### config.mk
export PLATFORM = sky130hd
export DESIGN_NAME = smp_poller
export DESIGN_NICKNAME = d
export VERILOG_FILES = /design/src/inc/smp_pkg.sv /design/src/rtl/smp_rescale.sv /design/src/rtl/smp_poller.sv
export SDC_FILE = /design/constraint.sdc
export NUM_CORES = 1
export LEC_CHECK = 0
export BUFFER_PORTS_ARGS = -buffer_cell sky130_fd_sc_hd__buf_2
export CORE_MARGIN = 5
export CORE_UTILIZATION = 55
export CTS_CLUSTER_SIZE = 8
export DETAILED_ROUTE_END_ITERATION = 8
export GPL_TIMING_DRIVEN = 1
export HOLD_SLACK_MARGIN = 0.03
export PLACE_DENSITY = 0.81
export SYNTH_ARGS = -nofsm -noshare
export SYNTH_HDL_FRONTEND = slang
export SYNTH_SLANG_ARGS = --single-unit
### constraint.sdc
create_clock -name sys_clk_in -period 9.5 [get_ports sys_clk_in]
set_input_delay 0 -clock sys_clk_in [delete_from_list [all_inputs] [get_ports sys_clk_in]]
set_output_delay 0 -clock sys_clk_in [all_outputs]
set_load 0.03 [all_outputs]
### src/inc/smp_pkg.sv
package smp_pkg;

	// ----------------------------------------------------------------
	// clock and time base
	// ----------------------------------------------------------------
	localparam int CLK_PERIOD_NS = 50;
	localparam int NS_PER_MS     = 1000000;
	// cycles of sys_clk_in in one millisecond
	localparam int MS_CYCLES     = NS_PER_MS / CLK_PERIOD_NS;

	// ----------------------------------------------------------------
	// setting ranges, used to clamp out-of-range settings
	// ----------------------------------------------------------------
	localparam logic [7:0] GAP_MAX_MS = 8'hc8;   // 200 ms
	localparam logic [9:0] TMO_MIN_MS = 10'h00a; // 10 ms
	localparam logic [9:0] TMO_MAX_MS = 10'h3e8; // 1000 ms
	localparam logic [6:0] FAULT_MAX  = 7'h64;   // 100 faults
	localparam logic [6:0] FAULT_SAT  = 7'h7f;

	// ----------------------------------------------------------------
	// anomaly codes
	// ----------------------------------------------------------------
	localparam logic [7:0] ANOM_NONE       = 8'h00;
	localparam logic [7:0] ANOM_SER_MASTER = 8'h07;

	// ----------------------------------------------------------------
	// variable selections; codes 1..5 mean the same for both variables
	// ----------------------------------------------------------------
	typedef enum logic [2:0] {
		V1_RSVD, V1_WR_PV, V1_RW_SP, V1_WR_OUT, V1_RW_AL1, V1_WR_CONST,
		V1_RD_PV
	} smp_var1_e;

	typedef enum logic [2:0] {
		V2_OFF, V2_WR_PV, V2_RW_SP, V2_WR_OUT, V2_RW_AL1, V2_WR_CONST
	} smp_var2_e;

	typedef enum logic [2:0] {
		S_IDLE, S_PREP, S_ISSUE, S_WAIT, S_GAP
	} smp_state_e;

endpackage

### src/rtl/smp_rescale.sv
`timescale 1ns/1ns
module smp_rescale
	import smp_pkg::*;
(
	input  wire logic signed [15:0] lo_in,
	input  wire logic signed [15:0] hi_in,
	input  wire logic signed [15:0] local_in,
	input  wire logic        [15:0] reg_in,
	output logic             [15:0] to_reg_out,
	output logic signed      [15:0] to_local_out
);

	// ----------------------------------------------------------------
	// saturation
	// ----------------------------------------------------------------
	function automatic logic signed [17:0] smp_clamp(
		input logic signed [17:0] v,
		input logic signed [17:0] lo,
		input logic signed [17:0] hi);
		if (v < lo) begin
			smp_clamp = lo;
		end else if (v > hi) begin
			smp_clamp = hi;
		end else begin
			smp_clamp = v;
		end
	endfunction

	logic signed [17:0] lo18;
	logic signed [17:0] hi18;
	logic signed [17:0] loc18;
	logic signed [17:0] reg18;
	logic               bypass;

	// ----------------------------------------------------------------
	// offset map, saturated at the limits
	// ----------------------------------------------------------------
	// an empty span (defaults 0/0) passes values through unchanged
	always_comb begin
		lo18   = 18'(lo_in);
		hi18   = 18'(hi_in);
		loc18  = 18'(local_in);
		reg18  = signed'({2'b00, reg_in});
		bypass = (hi_in <= lo_in);
		if (bypass) begin
			to_reg_out = local_in;
		end else begin
			to_reg_out = 16'(smp_clamp(loc18, lo18, hi18) - lo18);
		end
		if (bypass) begin
			to_local_out = signed'(reg_in);
		end else begin
			to_local_out = 16'(smp_clamp(lo18 + reg18, lo18, hi18));
		end
	end

endmodule

### src/rtl/smp_poller.sv
// Notes on behaviour
// - second variable: off, write pv, r/w setpoint, write out%, r/w al1, const
// - second variable uses its own 16-bit slave register address
// - first variable has low and high rescaling limits, default zero
// - second variable has low and high rescaling limits, default zero
// - write-constant selection sends the stored 16-bit constant
// - wait at least the gap setting after a reply before next query
// - abandon reception when no reply within the timeout, 10 to 1000 ms
// - each timeout abandon adds one to the lost-packet counter
// - timeouts and crc errors count; reaching the maximum flags offline
// - any good exchange clears the consecutive-fault counter
// - a maximum of zero never flags the slave offline
// - offline switches regulation off and reports serial master anomaly
// - master mode off issues no queries
// - queries carry the configured slave number
// - read-process selection takes the process value from the slave
`timescale 1ns/1ns
module smp_poller
	import smp_pkg::*;
#(
	parameter int MS_CYCLES_P = MS_CYCLES
) (
	input  wire logic               sys_clk_in,
	input  wire logic               rst_b_in,
	input  wire logic               ce_in,
	input  wire logic               master_en_in,
	input  wire logic        [7:0]  slave_addr_in,
	input  wire logic        [2:0]  var_one_select_in,
	input  wire logic        [15:0] var_one_addr_in,
	input  wire logic signed [15:0] var_one_low_limit_in,
	input  wire logic signed [15:0] var_one_high_limit_in,
	input  wire logic        [15:0] var_one_const_in,
	input  wire logic        [2:0]  var_two_select_in,
	input  wire logic        [15:0] var_two_addr_in,
	input  wire logic signed [15:0] var_two_low_limit_in,
	input  wire logic signed [15:0] var_two_high_limit_in,
	input  wire logic        [15:0] var_two_const_in,
	input  wire logic        [7:0]  inter_query_gap_in,
	input  wire logic        [9:0]  reply_timeout_in,
	input  wire logic        [6:0]  max_consecutive_faults_in,
	input  wire logic signed [15:0] pv_in,
	input  wire logic signed [15:0] setpoint_in,
	input  wire logic signed [15:0] out_pct_in,
	input  wire logic signed [15:0] alarm1_sp_in,
	input  wire logic               query_ready_in,
	input  wire logic               reply_ok_in,
	input  wire logic               reply_crc_err_in,
	input  wire logic        [15:0] reply_data_in,
	output logic                    query_valid_out,
	output logic                    query_write_out,
	output logic             [7:0]  query_slave_out,
	output logic             [15:0] query_addr_out,
	output logic             [15:0] query_data_out,
	output logic                    abort_rx_out,
	output logic                    rd_strobe_out,
	output logic                    rd_var_out,
	output logic             [2:0]  rd_sel_out,
	output logic signed      [15:0] rd_data_out,
	output logic             [15:0] lost_packets_out,
	output logic             [6:0]  fault_count_out,
	output logic                    slave_offline_out,
	output logic                    reg_off_out,
	output logic             [7:0]  anomaly_code_out
);

	// ----------------------------------------------------------------
	// declarations
	// ----------------------------------------------------------------
	smp_state_e         state_ff;
	smp_state_e         nxt_state;
	logic               var_ff;
	logic [15:0]        pre_ff;
	logic [9:0]         ms_ff;
	logic [15:0]        last_ff [2];
	logic [1:0]         sent_ff;
	logic               abort_ff;
	logic               offline_ff;
	logic [6:0]         fault_ff;
	logic [6:0]         nxt_fault;
	logic               v1_en;
	logic               v2_en;
	logic [2:0]         cur_sel;
	logic signed [15:0] cur_lo;
	logic signed [15:0] cur_hi;
	logic signed [15:0] cur_local;
	logic [15:0]        to_reg;
	logic signed [15:0] to_local;
	logic               is_read;
	logic               tick;
	logic               in_wait;
	logic               tmo;
	logic               good;
	logic               fault;
	logic [7:0]         gap_lim;
	logic [9:0]         tmo_lim;
	logic [6:0]         max_lim;

	// local quantity named by a selection code; values come in as
	// arguments so the continuous assignment follows every one of them
	function automatic logic signed [15:0] smp_local(
		input logic        [2:0]  s,
		input logic signed [15:0] pv,
		input logic signed [15:0] sp,
		input logic signed [15:0] op,
		input logic signed [15:0] al);
		case (s)
			3'h2:    smp_local = sp;
			3'h3:    smp_local = op;
			3'h4:    smp_local = al;
			default: smp_local = pv;
		endcase
	endfunction

	// ----------------------------------------------------------------
	// settings and current variable
	// ----------------------------------------------------------------
	// clamp settings so a wild value cannot stall or spin the poller
	assign gap_lim = (inter_query_gap_in > GAP_MAX_MS) ? GAP_MAX_MS
		: inter_query_gap_in;
	assign tmo_lim = (reply_timeout_in < TMO_MIN_MS) ? TMO_MIN_MS
		: (reply_timeout_in > TMO_MAX_MS) ? TMO_MAX_MS : reply_timeout_in;
	assign max_lim = (max_consecutive_faults_in > FAULT_MAX) ? FAULT_MAX
		: max_consecutive_faults_in;
	assign v1_en = (smp_var1_e'(var_one_select_in) != V1_RSVD)
		&& (var_one_select_in <= 3'(V1_RD_PV));
	assign v2_en = (smp_var2_e'(var_two_select_in) != V2_OFF)
		&& (var_two_select_in <= 3'(V2_WR_CONST));
	assign cur_sel   = var_ff ? var_two_select_in : var_one_select_in;
	// limits follow the variable in flight
	assign cur_lo    = var_ff ? var_two_low_limit_in : var_one_low_limit_in;
	assign cur_hi    = var_ff ? var_two_high_limit_in : var_one_high_limit_in;
	assign cur_local = smp_local(cur_sel, pv_in, setpoint_in, out_pct_in,
		alarm1_sp_in);
	// read/write items write on the first pass, then only when the scaled value moved
	assign is_read = (cur_sel == 3'(V1_RD_PV))
		|| (((cur_sel == 3'(V1_RW_SP)) || (cur_sel == 3'(V1_RW_AL1)))
		&& sent_ff[var_ff] && (last_ff[var_ff] == to_reg));

	smp_rescale u_rescale (
		.lo_in        (cur_lo),
		.hi_in        (cur_hi),
		.local_in     (cur_local),
		.reg_in       (reply_data_in),
		.to_reg_out   (to_reg),
		.to_local_out (to_local)
	);

	// ----------------------------------------------------------------
	// events of the wait state
	// ----------------------------------------------------------------
	assign in_wait = (state_ff == S_WAIT);
	assign good    = in_wait && reply_ok_in && !reply_crc_err_in;
	assign tmo     = in_wait && !reply_ok_in && !reply_crc_err_in
		&& (ms_ff >= tmo_lim);
	assign fault   = tmo || (in_wait && reply_crc_err_in);

	// ----------------------------------------------------------------
	// sequencer
	// ----------------------------------------------------------------
	always_comb begin
		nxt_state = state_ff;
		case (state_ff)
			S_IDLE: begin
				if (master_en_in && (v1_en || v2_en)) begin
					nxt_state = S_PREP;
				end
			end
			S_PREP:  nxt_state = S_ISSUE;
			S_ISSUE: begin
				if (query_ready_in) begin
					nxt_state = S_WAIT;
				end
			end
			S_WAIT: begin
				if (reply_ok_in || reply_crc_err_in || tmo) begin
					nxt_state = S_GAP;
				end
			end
			S_GAP: begin
				if (ms_ff >= 10'(gap_lim)) begin
					nxt_state = S_IDLE;
				end
			end
			default: nxt_state = S_IDLE;
		endcase
		// master off drops back to idle
		if (!master_en_in) begin
			nxt_state = S_IDLE;
		end
	end

	// state and variable choice
	always_ff @(posedge sys_clk_in or negedge rst_b_in) begin
		if (!rst_b_in) begin
			state_ff <= S_IDLE;
			var_ff   <= 1'b0;
		end else if (ce_in) begin
			state_ff <= nxt_state;
			// the other variable when both on, so a variable enabled
			// late never waits behind a second turn of its partner
			if (state_ff == S_IDLE && nxt_state == S_PREP) begin
				var_ff <= (v1_en && v2_en) ? !var_ff : (v2_en && !v1_en);
			end
		end
	end

	// millisecond base, restarted on every state change for exact waits
	assign tick = (pre_ff == 16'(MS_CYCLES_P - 1));

	always_ff @(posedge sys_clk_in or negedge rst_b_in) begin
		if (!rst_b_in) begin
			pre_ff <= 16'h0000;
			ms_ff  <= 10'h000;
		end else if (ce_in) begin
			if (nxt_state != state_ff) begin
				pre_ff <= 16'h0000;
				ms_ff  <= 10'h000;
			end else if (tick) begin
				pre_ff <= 16'h0000;
				if (ms_ff != 10'h3ff) begin
					ms_ff <= ms_ff + 10'h001;
				end
			end else begin
				pre_ff <= pre_ff + 16'h0001;
			end
		end
	end

	// ----------------------------------------------------------------
	// query fields, captured once so they stay still during the offer
	// ----------------------------------------------------------------
	always_ff @(posedge sys_clk_in or negedge rst_b_in) begin
		if (!rst_b_in) begin
			query_write_out <= 1'b0;
			query_slave_out <= 8'h00;
			query_addr_out  <= 16'h0000;
			query_data_out  <= 16'h0000;
		end else if (ce_in && state_ff == S_PREP) begin
			query_write_out <= !is_read;
			query_slave_out <= slave_addr_in;
			query_addr_out  <= var_ff ? var_two_addr_in : var_one_addr_in;
			if (cur_sel == 3'(V1_WR_CONST)) begin
				query_data_out <= var_ff ? var_two_const_in : var_one_const_in;
			end else begin
				query_data_out <= to_reg;
			end
		end
	end

	// last written value of each read/write item
	always_ff @(posedge sys_clk_in or negedge rst_b_in) begin
		if (!rst_b_in) begin
			last_ff[0] <= 16'h0000;
			last_ff[1] <= 16'h0000;
			sent_ff    <= 2'b00;
		end else if (ce_in && state_ff == S_PREP && !is_read) begin
			last_ff[var_ff] <= to_reg;
			sent_ff[var_ff] <= 1'b1;
		end
	end

	// offer only from issue, never while a reply is awaited
	assign query_valid_out = (state_ff == S_ISSUE) && master_en_in;

	// ----------------------------------------------------------------
	// replies: read results and abandon pulse
	// ----------------------------------------------------------------
	always_ff @(posedge sys_clk_in or negedge rst_b_in) begin
		if (!rst_b_in) begin
			rd_strobe_out <= 1'b0;
			rd_var_out    <= 1'b0;
			rd_sel_out    <= 3'h0;
			rd_data_out   <= 16'h0000;
			abort_ff      <= 1'b0;
		end else if (ce_in) begin
			// read result, remote pv when sel is read-process
			rd_strobe_out <= good && !query_write_out;
			abort_ff      <= tmo || (in_wait && !master_en_in);
			if (good && !query_write_out) begin
				rd_var_out  <= var_ff;
				rd_sel_out  <= cur_sel;
				rd_data_out <= to_local;
			end
		end
	end

	assign abort_rx_out = abort_ff;

	// ----------------------------------------------------------------
	// fault accounting
	// ----------------------------------------------------------------
	always_comb begin
		nxt_fault = fault_ff;
		// a fault in the same cycle wins over a clear
		if (fault) begin
			nxt_fault = (fault_ff == FAULT_SAT) ? fault_ff : fault_ff + 7'h01;
		end else if (good) begin
			nxt_fault = 7'h00;
		end
	end

	always_ff @(posedge sys_clk_in or negedge rst_b_in) begin
		if (!rst_b_in) begin
			fault_ff         <= 7'h00;
			offline_ff       <= 1'b0;
			lost_packets_out <= 16'h0000;
			anomaly_code_out <= ANOM_NONE;
		end else if (ce_in) begin
			fault_ff <= nxt_fault;
			// offline at the maximum, never when it is zero
			offline_ff <= (max_lim != 7'h00) && (nxt_fault >= max_lim);
			if (tmo) begin
				lost_packets_out <= lost_packets_out + 16'h0001;
			end
			// anomaly code follows the offline flag
			anomaly_code_out <= ((max_lim != 7'h00) && (nxt_fault >= max_lim))
				? ANOM_SER_MASTER : ANOM_NONE;
		end
	end

	assign fault_count_out   = fault_ff;
	assign slave_offline_out = offline_ff;
	// regulation output off while the slave is offline
	assign reg_off_out       = offline_ff;
endmodule

# Yosys cells after proc, flatten, opt, wreduce, memory -nomap -nowiden

Cells that the tools add are included.
W data, S select, Z words.

Memories: 0
Bits in registers: 159
Bits in latches: 0
Word-level logic and storage cells: 151
Output and inout bits: 97
Bits in writable memories: 0
Bits in read-only memories: 0

Div/mod/pow operators: 0
Mux-type cells: 44
Magnitude comparators: 18
Shift-type cells: 0
Reduce and logical (&&, ||, !) cells: 46
Bitwise gates (word level): 2
Equal/unequal tests: 15
$mul: 0
$add $sub $neg: 6

Operators with widths:

| operator                | number |
|---|---|
| $mux W16                | 18 |
| $mux W10                | 5 |
| $pmux W16 S3            | 1 |
| $add A16 B1 Y16 const B | 2 |
| $bwmux W32              | 1 |
| $mux W7                 | 4 |
| $logic_and A1 B1 Y1     | 22 |
| $mux W3                 | 7 |
| $add A16 B17 Y18        | 1 |
| $gt A18 B16 Y1          | 1 |
| $lt A18 B16 Y1          | 1 |
| $demux W16 S1           | 1 |
| $eq A16 B15 Y1 const B  | 1 |
| $eq A16 B16 Y1          | 1 |
| $gt A16 B16 Y1          | 1 |
| $le A16 B16 Y1          | 1 |
| $lt A16 B16 Y1          | 1 |
| $sub A16 B16 Y16        | 1 |
| $pmux W3 S5             | 1 |
| $eq A3 B2 Y1 const B    | 4 |
| $eq A3 B3 Y1 const B    | 4 |
| $add A10 B1 Y10 const B | 1 |
| $ge A10 B10 Y1          | 1 |
| $ge A10 B8 Y1           | 1 |
| other kinds (28)        | 49 |

# Logic depth before layout (Yosys ltp)

Depth after elaboration: 14
Gate-level depth with buffers: 33

# By module

Synthesis repeated with hierarchy kept, for this count alone.

Cell total of the unflattened synthesis: 1,559
Area, all modules: 13,606.8 um^2

By module, submodules not included:

| module      | cells an instance | area each (um^2) | times used | sequential area each (um^2) |
|---|---|---|---|---|
| smp_poller  | 970               | 9,298.9          | 1          | 3,778.6 |
| smp_rescale | 589               | 4,307.9          | 1          | 0.0 |

# Least setup slack after synthesis

No wires, ideal clock.

Path type: reg-to-reg
From: register var_ff
To: register last_ff[0] (netlist bit)
Stages on the path, launching flop included: 30
Arrival: 7.533 ns
Clock period less this slack: 7.661 ns
Data required time: 9.372 ns
Slack: 1.839 ns
Path buffers: 7
Library setup time: 0.128 ns
Cells stage by stage: dfrtp_1 -> buf_4 -> buf_2 -> buf_2 -> clkbuf_1 -> clkbuf_1 -> buf_1 -> mux2i_1 -> ha_1 -> a21oi_1 -> o21ai_0 -> a2111oi_0 -> a21oi_1 -> o32a_1 -> clkbuf_1 -> a21oi_1 -> ha_1 -> inv_1 -> fa_1 -> a211oi_1 -> o21a_1 -> o21ba_1 -> or2_2 -> a31oi_1 -> o211a_1 -> or4b_4 -> nor4_4 -> a21oi_2 -> nor2_8 -> mux2_1

Word-level cells in the longest chain between the ends: 14
Elaborated cells on any way between the ends: 35
Those cells by class: add/sub (1); order compare (5); eq/ne (5); mux (16); bitwise (1); reduce/logical (7)

RTL lines:

| element                              | RTL line                             | text |
|---|---|---|
| from (decl)                          | smp_poller.sv:71                     | `logic var_ff;` |
| from (signal assigned)               | smp_poller.sv:202                    | `var_ff <= (v1_en && v2_en) ? !var_ff : (v2_en && !v1_en);` |
| $mux W3                              | smp_poller.sv:128                    | `assign cur_sel = var_ff ? var_two_select_in : var_one_select_in;` |
| $eq A3 B3 Y1 (tied with other cells) | smp_poller.sv:106, smp_poller.sv:136 |  |
| $pmux W16 S3                         | smp_poller.sv:106                    | `case (s)` |
| $gt A16 B16 Y1                       | smp_rescale.sv:22                    | `end else if (v > hi) begin` |
| $mux W16                             | smp_rescale.sv:22                    |  |
| $mux W16                             | smp_rescale.sv:20                    | `if (v < lo) begin` |
| $mux W16                             | smp_rescale.sv:45                    | `if (bypass) begin` |
| $sub A16 B16 Y16                     | smp_rescale.sv:48                    | `to_reg_out = 16'(smp_clamp(loc18, lo18, hi18) - lo18);` |
| $mux W16                             | smp_rescale.sv:45                    |  |
| $eq A16 B16 Y1                       | smp_poller.sv:137                    | `&& sent_ff[var_ff] && (last_ff[var_ff] == to_reg));` |
| $logic_and A1 B1 Y1                  | smp_poller.sv:137                    |  |
| $logic_or A1 B1 Y1                   | smp_poller.sv:136                    | `\|\| (((cur_sel == 3'(V1_RW_SP)) \|\| (cur_sel == 3'(V1_RW_AL1)))` |
| $logic_not A1 Y1                     | smp_poller.sv:256                    | `end else if (ce_in && state_ff == S_PREP && !is_read) begin` |
| $logic_and A1 B1 Y1                  | smp_poller.sv:256                    |  |
| to (signal, indexed assignment)      | smp_poller.sv:257                    | `last_ff[var_ff] <= to_reg;` |
| to (decl)                            | smp_poller.sv:74                     | `logic [15:0] last_ff [2];` |

Parallel ways exist; a longest one is shown, timed or not. The select of a mux whose other input is x is not followed.
A chain may end at the register's enable or synchronous reset.

# Final worst setup path

From: register var_ff
To: register last_ff[14] (netlist bit)

The elaborated chain is that of the path after synthesis.

==> results.cfg <==
[sta]
maxSlewHeadroom = 0.167
setup_viol = 0
fin_crit_ns = 8.70
min_period_over_period = 0.916
fmax_mhz = 115
worstMarginPinSlew_ns = 1.24
skew_ns = 0.0152
hold_viol_final = 0
maxSlewViolCount = 0
setup_tns_ns = 0
grt_setup_unrepaired = false

[pwr]
clkPwrFrac = 0.120
p_leak_nw = 8.96
ir_drop_mv = 0.236
intPower_mw = 2.93
power_switching_mw = 3.11
switching_share = 0.515
powerDensity_mw_per_mm2 = 349
p_comb_frac = 0.716
p_seq_frac = 0.164

[clock_network]
cts_buffers = 17
cts_root_buf = clkbuf_16
cts_sinks = 151
cts_tree = yes
h-tree-depth = 4
clk_pin_slew_ns = 0.08
clockBufferDepth = 2
insertion_delay_ns = 0.44

[critical_path]
critical_path.max_fanout = 15
worstSetupPathType = reg -> reg
crit_slowest_cell = nor2_1
reg2reg_depth = 27
cp.required_ns = 9.81
cp.buffers_inverters = 2
arrival_ns = 9.01
path_delay_family = simple AND/OR/NAND/NOR gates
rrSetupSlack_ns = 0.80
critPathLaunchType = flip-flop
end_kind = flip-flop
max_stage_delay_ns = 0.77
reg2reg_to = last_ff[14]
r2r_start = var_ff

[placed_design]
place_inst = 2272
hpwl_mm = 35.0
port_buffers = 345
gp_congestion = 0.980

[routing]
vias_per_cell = 6.10
drt-pass1-iter-count = 6
antenna_left = 0
met1_length_mm = 17.9
finalWirelength_mm = 46.8
drtIter0Drc = 1180
drc = 0
highest_layer = met4
wl_met2_mm = 22.7
routedWlPerCell_microns = 19.6
met3_length_mm = 3.64
via_count = 14500

[synthesis]
ys.warnings.count = 0
synth-edff-count = 0
synth.distinct_cells = 86
async_flop_share = 1.00
synth.area.top_cells = dfrtp_1 (27%), ha_1 (13%), mux2i_1 (8.9%), nand2_1 (5.2%), o21ai_0 (4.2%)
yosysMostFrequentCell = nand2_1
synth_top_area_share = 0.272
synth-seq-cells = 151
yosysTopAreaCell = dfrtp_1
ys.flop_type = dfrtp_1
syn_area_per_cell_sq_um = 8.45
synth_area_sq_mm = 0.0139
synth_cells = 1646
ys_top_cells_by_count = nand2_1 (194), dfrtp_1 (151), ha_1 (142)
yosysSeqAreaShare = 0.272

[layout]
area_delta_synth_final_pct = 24.2
seqCellArea_sq_mm = 0.00378
multi_input_area_sq_mm = 0.00944
finish.utilization = 0.690
layout.cells.non_filler = 2385
drive_gt1_frac = 0.225
fillerInstances = 2003
fin_nets = 2437

[floorplanning]
rows = 58
die-area_sq_mm = 0.0286
core_sq_mm = 0.0250
io_pins = 351
initial_core_util = 0.556
die-height_microns = 169
die_w_microns = 169

[run_status]
status = completed

[global_routing]
grt_max_degree = 80
first_global_vias = 14700
grt.overflow.total = 0
antenna_found_initial = 3
grt_usage = 0.317
grt_pass1_wl_mm = 74.0

[worst_hold_path]
min_path_type = in -> reg
min_from = var_two_const_in[6]
min_to = query_data_out[6]
hold_depth = 4

[run]
cap_violations = 0
-- worst max path at each step --
stage           start           to  cells after the start
2_1_floorplan  var_ff   last_ff[0]                     29
3_3_place_gp   var_ff  last_ff[20]                     28
3_5_place_dp   var_ff  last_ff[14]                     28
4_1_cts        var_ff  last_ff[14]                     28
5_1_grt        var_ff  last_ff[16]                     27
6_report       var_ff  last_ff[14]                     27
-- worst register-to-register path: cells and delay by family (launching register included) --
kind | cells | cell delay (ns)
flip-flops | 1 | 0.53
multiplexers | 1 | 0.38
adder cells (fa/ha/maj) | 3 | 0.91
AND/OR/NAND/NOR | 11 | 3.77
buffers and inverters | 2 | 0.18
AO/OA/AOI/OAI | 10 | 2.80
-- cells by family after synthesis --
family,synth area share
xor+xnor,0.0409
fa+ha+maj,0.131
mux,0.122
simple gates,0.191
buf+inv,0.0515
flops,0.272
compound gates,0.192
other cells,0.000270
-- through the flow --
stage	worst slack, ns	power [mW]	hold WS (ns)	cell area (sq um)
floorplan	1.84	4.08	-0.296	13900
global placement	1.46	4.99	0.0769	15900
detailed placement	1.06	5.12	0.0742	15900
CTS	1.03	5.93	0.0313	17300
global route	0.270	6.49	0.0491	17300
finish	0.801	6.03	0.0343	17300
-- cell usage in the layout (no fill, tap or decap), types with 21 or more instances in the layout --
cell	netlist	routed
ha_1	142	142
mux2_2	29	29
a21oi_1	101	101
nand2b_1	21	21
inv_1	97	97
xnor2_1	46	46
mux2i_1	124	123
nand2_1	194	194
a21o_1	29	29
nand3_1	52	52
dfrtp_1	151	150
nand4_1	27	27
buf_2	12	344
nor2_1	103	101
dlygate4sd3_1	0	78
nor3_1	23	23
and3_1	33	33
o21a_1	25	25
o21ai_0	117	117
-- state kept, by name (all words and copies together), names as in the netlist --
| name | count |
|---|---|
| rd_sel_out | 3 |
| pre_ff | 16 |
| rd_var_out | 1 |
| ms_ff | 10 |
| query_slave_out | 8 |
| rd_data_out | 16 |
| last_ff | 32 |
| query_data_out | 16 |
| lost_packets_out | 16 |
| abort_rx_out | 1 |
| query_write_out | 1 |
| rd_strobe_out | 1 |
| var_ff | 1 |
| query_addr_out | 16 |
| fault_count_out | 7 |
| anomaly_code_out | 1 |
| state_ff | 3 |
| sent_ff | 2 |
-- power by group through the flow --
stage / Clock (mW) / Combinational, mW / Sequential, mW
final: 0.727 / 4.32 / 0.989
after global routing: 0.754 / 4.72 / 1.01
after CTS: 0.729 / 4.22 / 0.979
after detailed placement: 0 / 4.13 / 0.991
after global placement: 0 / 4.01 / 0.980
after floorplan: 0 / 2.88 / 1.20
-- metal layers --
metal  track usage  vias up
li1              -     6748
met1         0.380     6861
met2         0.540      725
met3        0.0626      214
met4         0.166        0
met5             0        -
-- what timing repair did --
| item | in CTS | in global routing |
|---|---|---|
| gates resized for setup | 0 | 0 |
| hold buffers | 78 | 0 |
| setup buffers | 0 | 0 |
| hold endpoints to repair | 125 | 0 |
-- final cells by class --
type	instances	share of cell area
antenna	3	0.000434
multi-input combinational	1329	0.546
clock inverter	14	0.0103
timing repair buffer	443	0.154
sequential	151	0.219
tap	330	0.0239
clock buffer	18	0.0248
inverter	97	0.0211
Note: power is estimated with default switching activity, not from simulation.
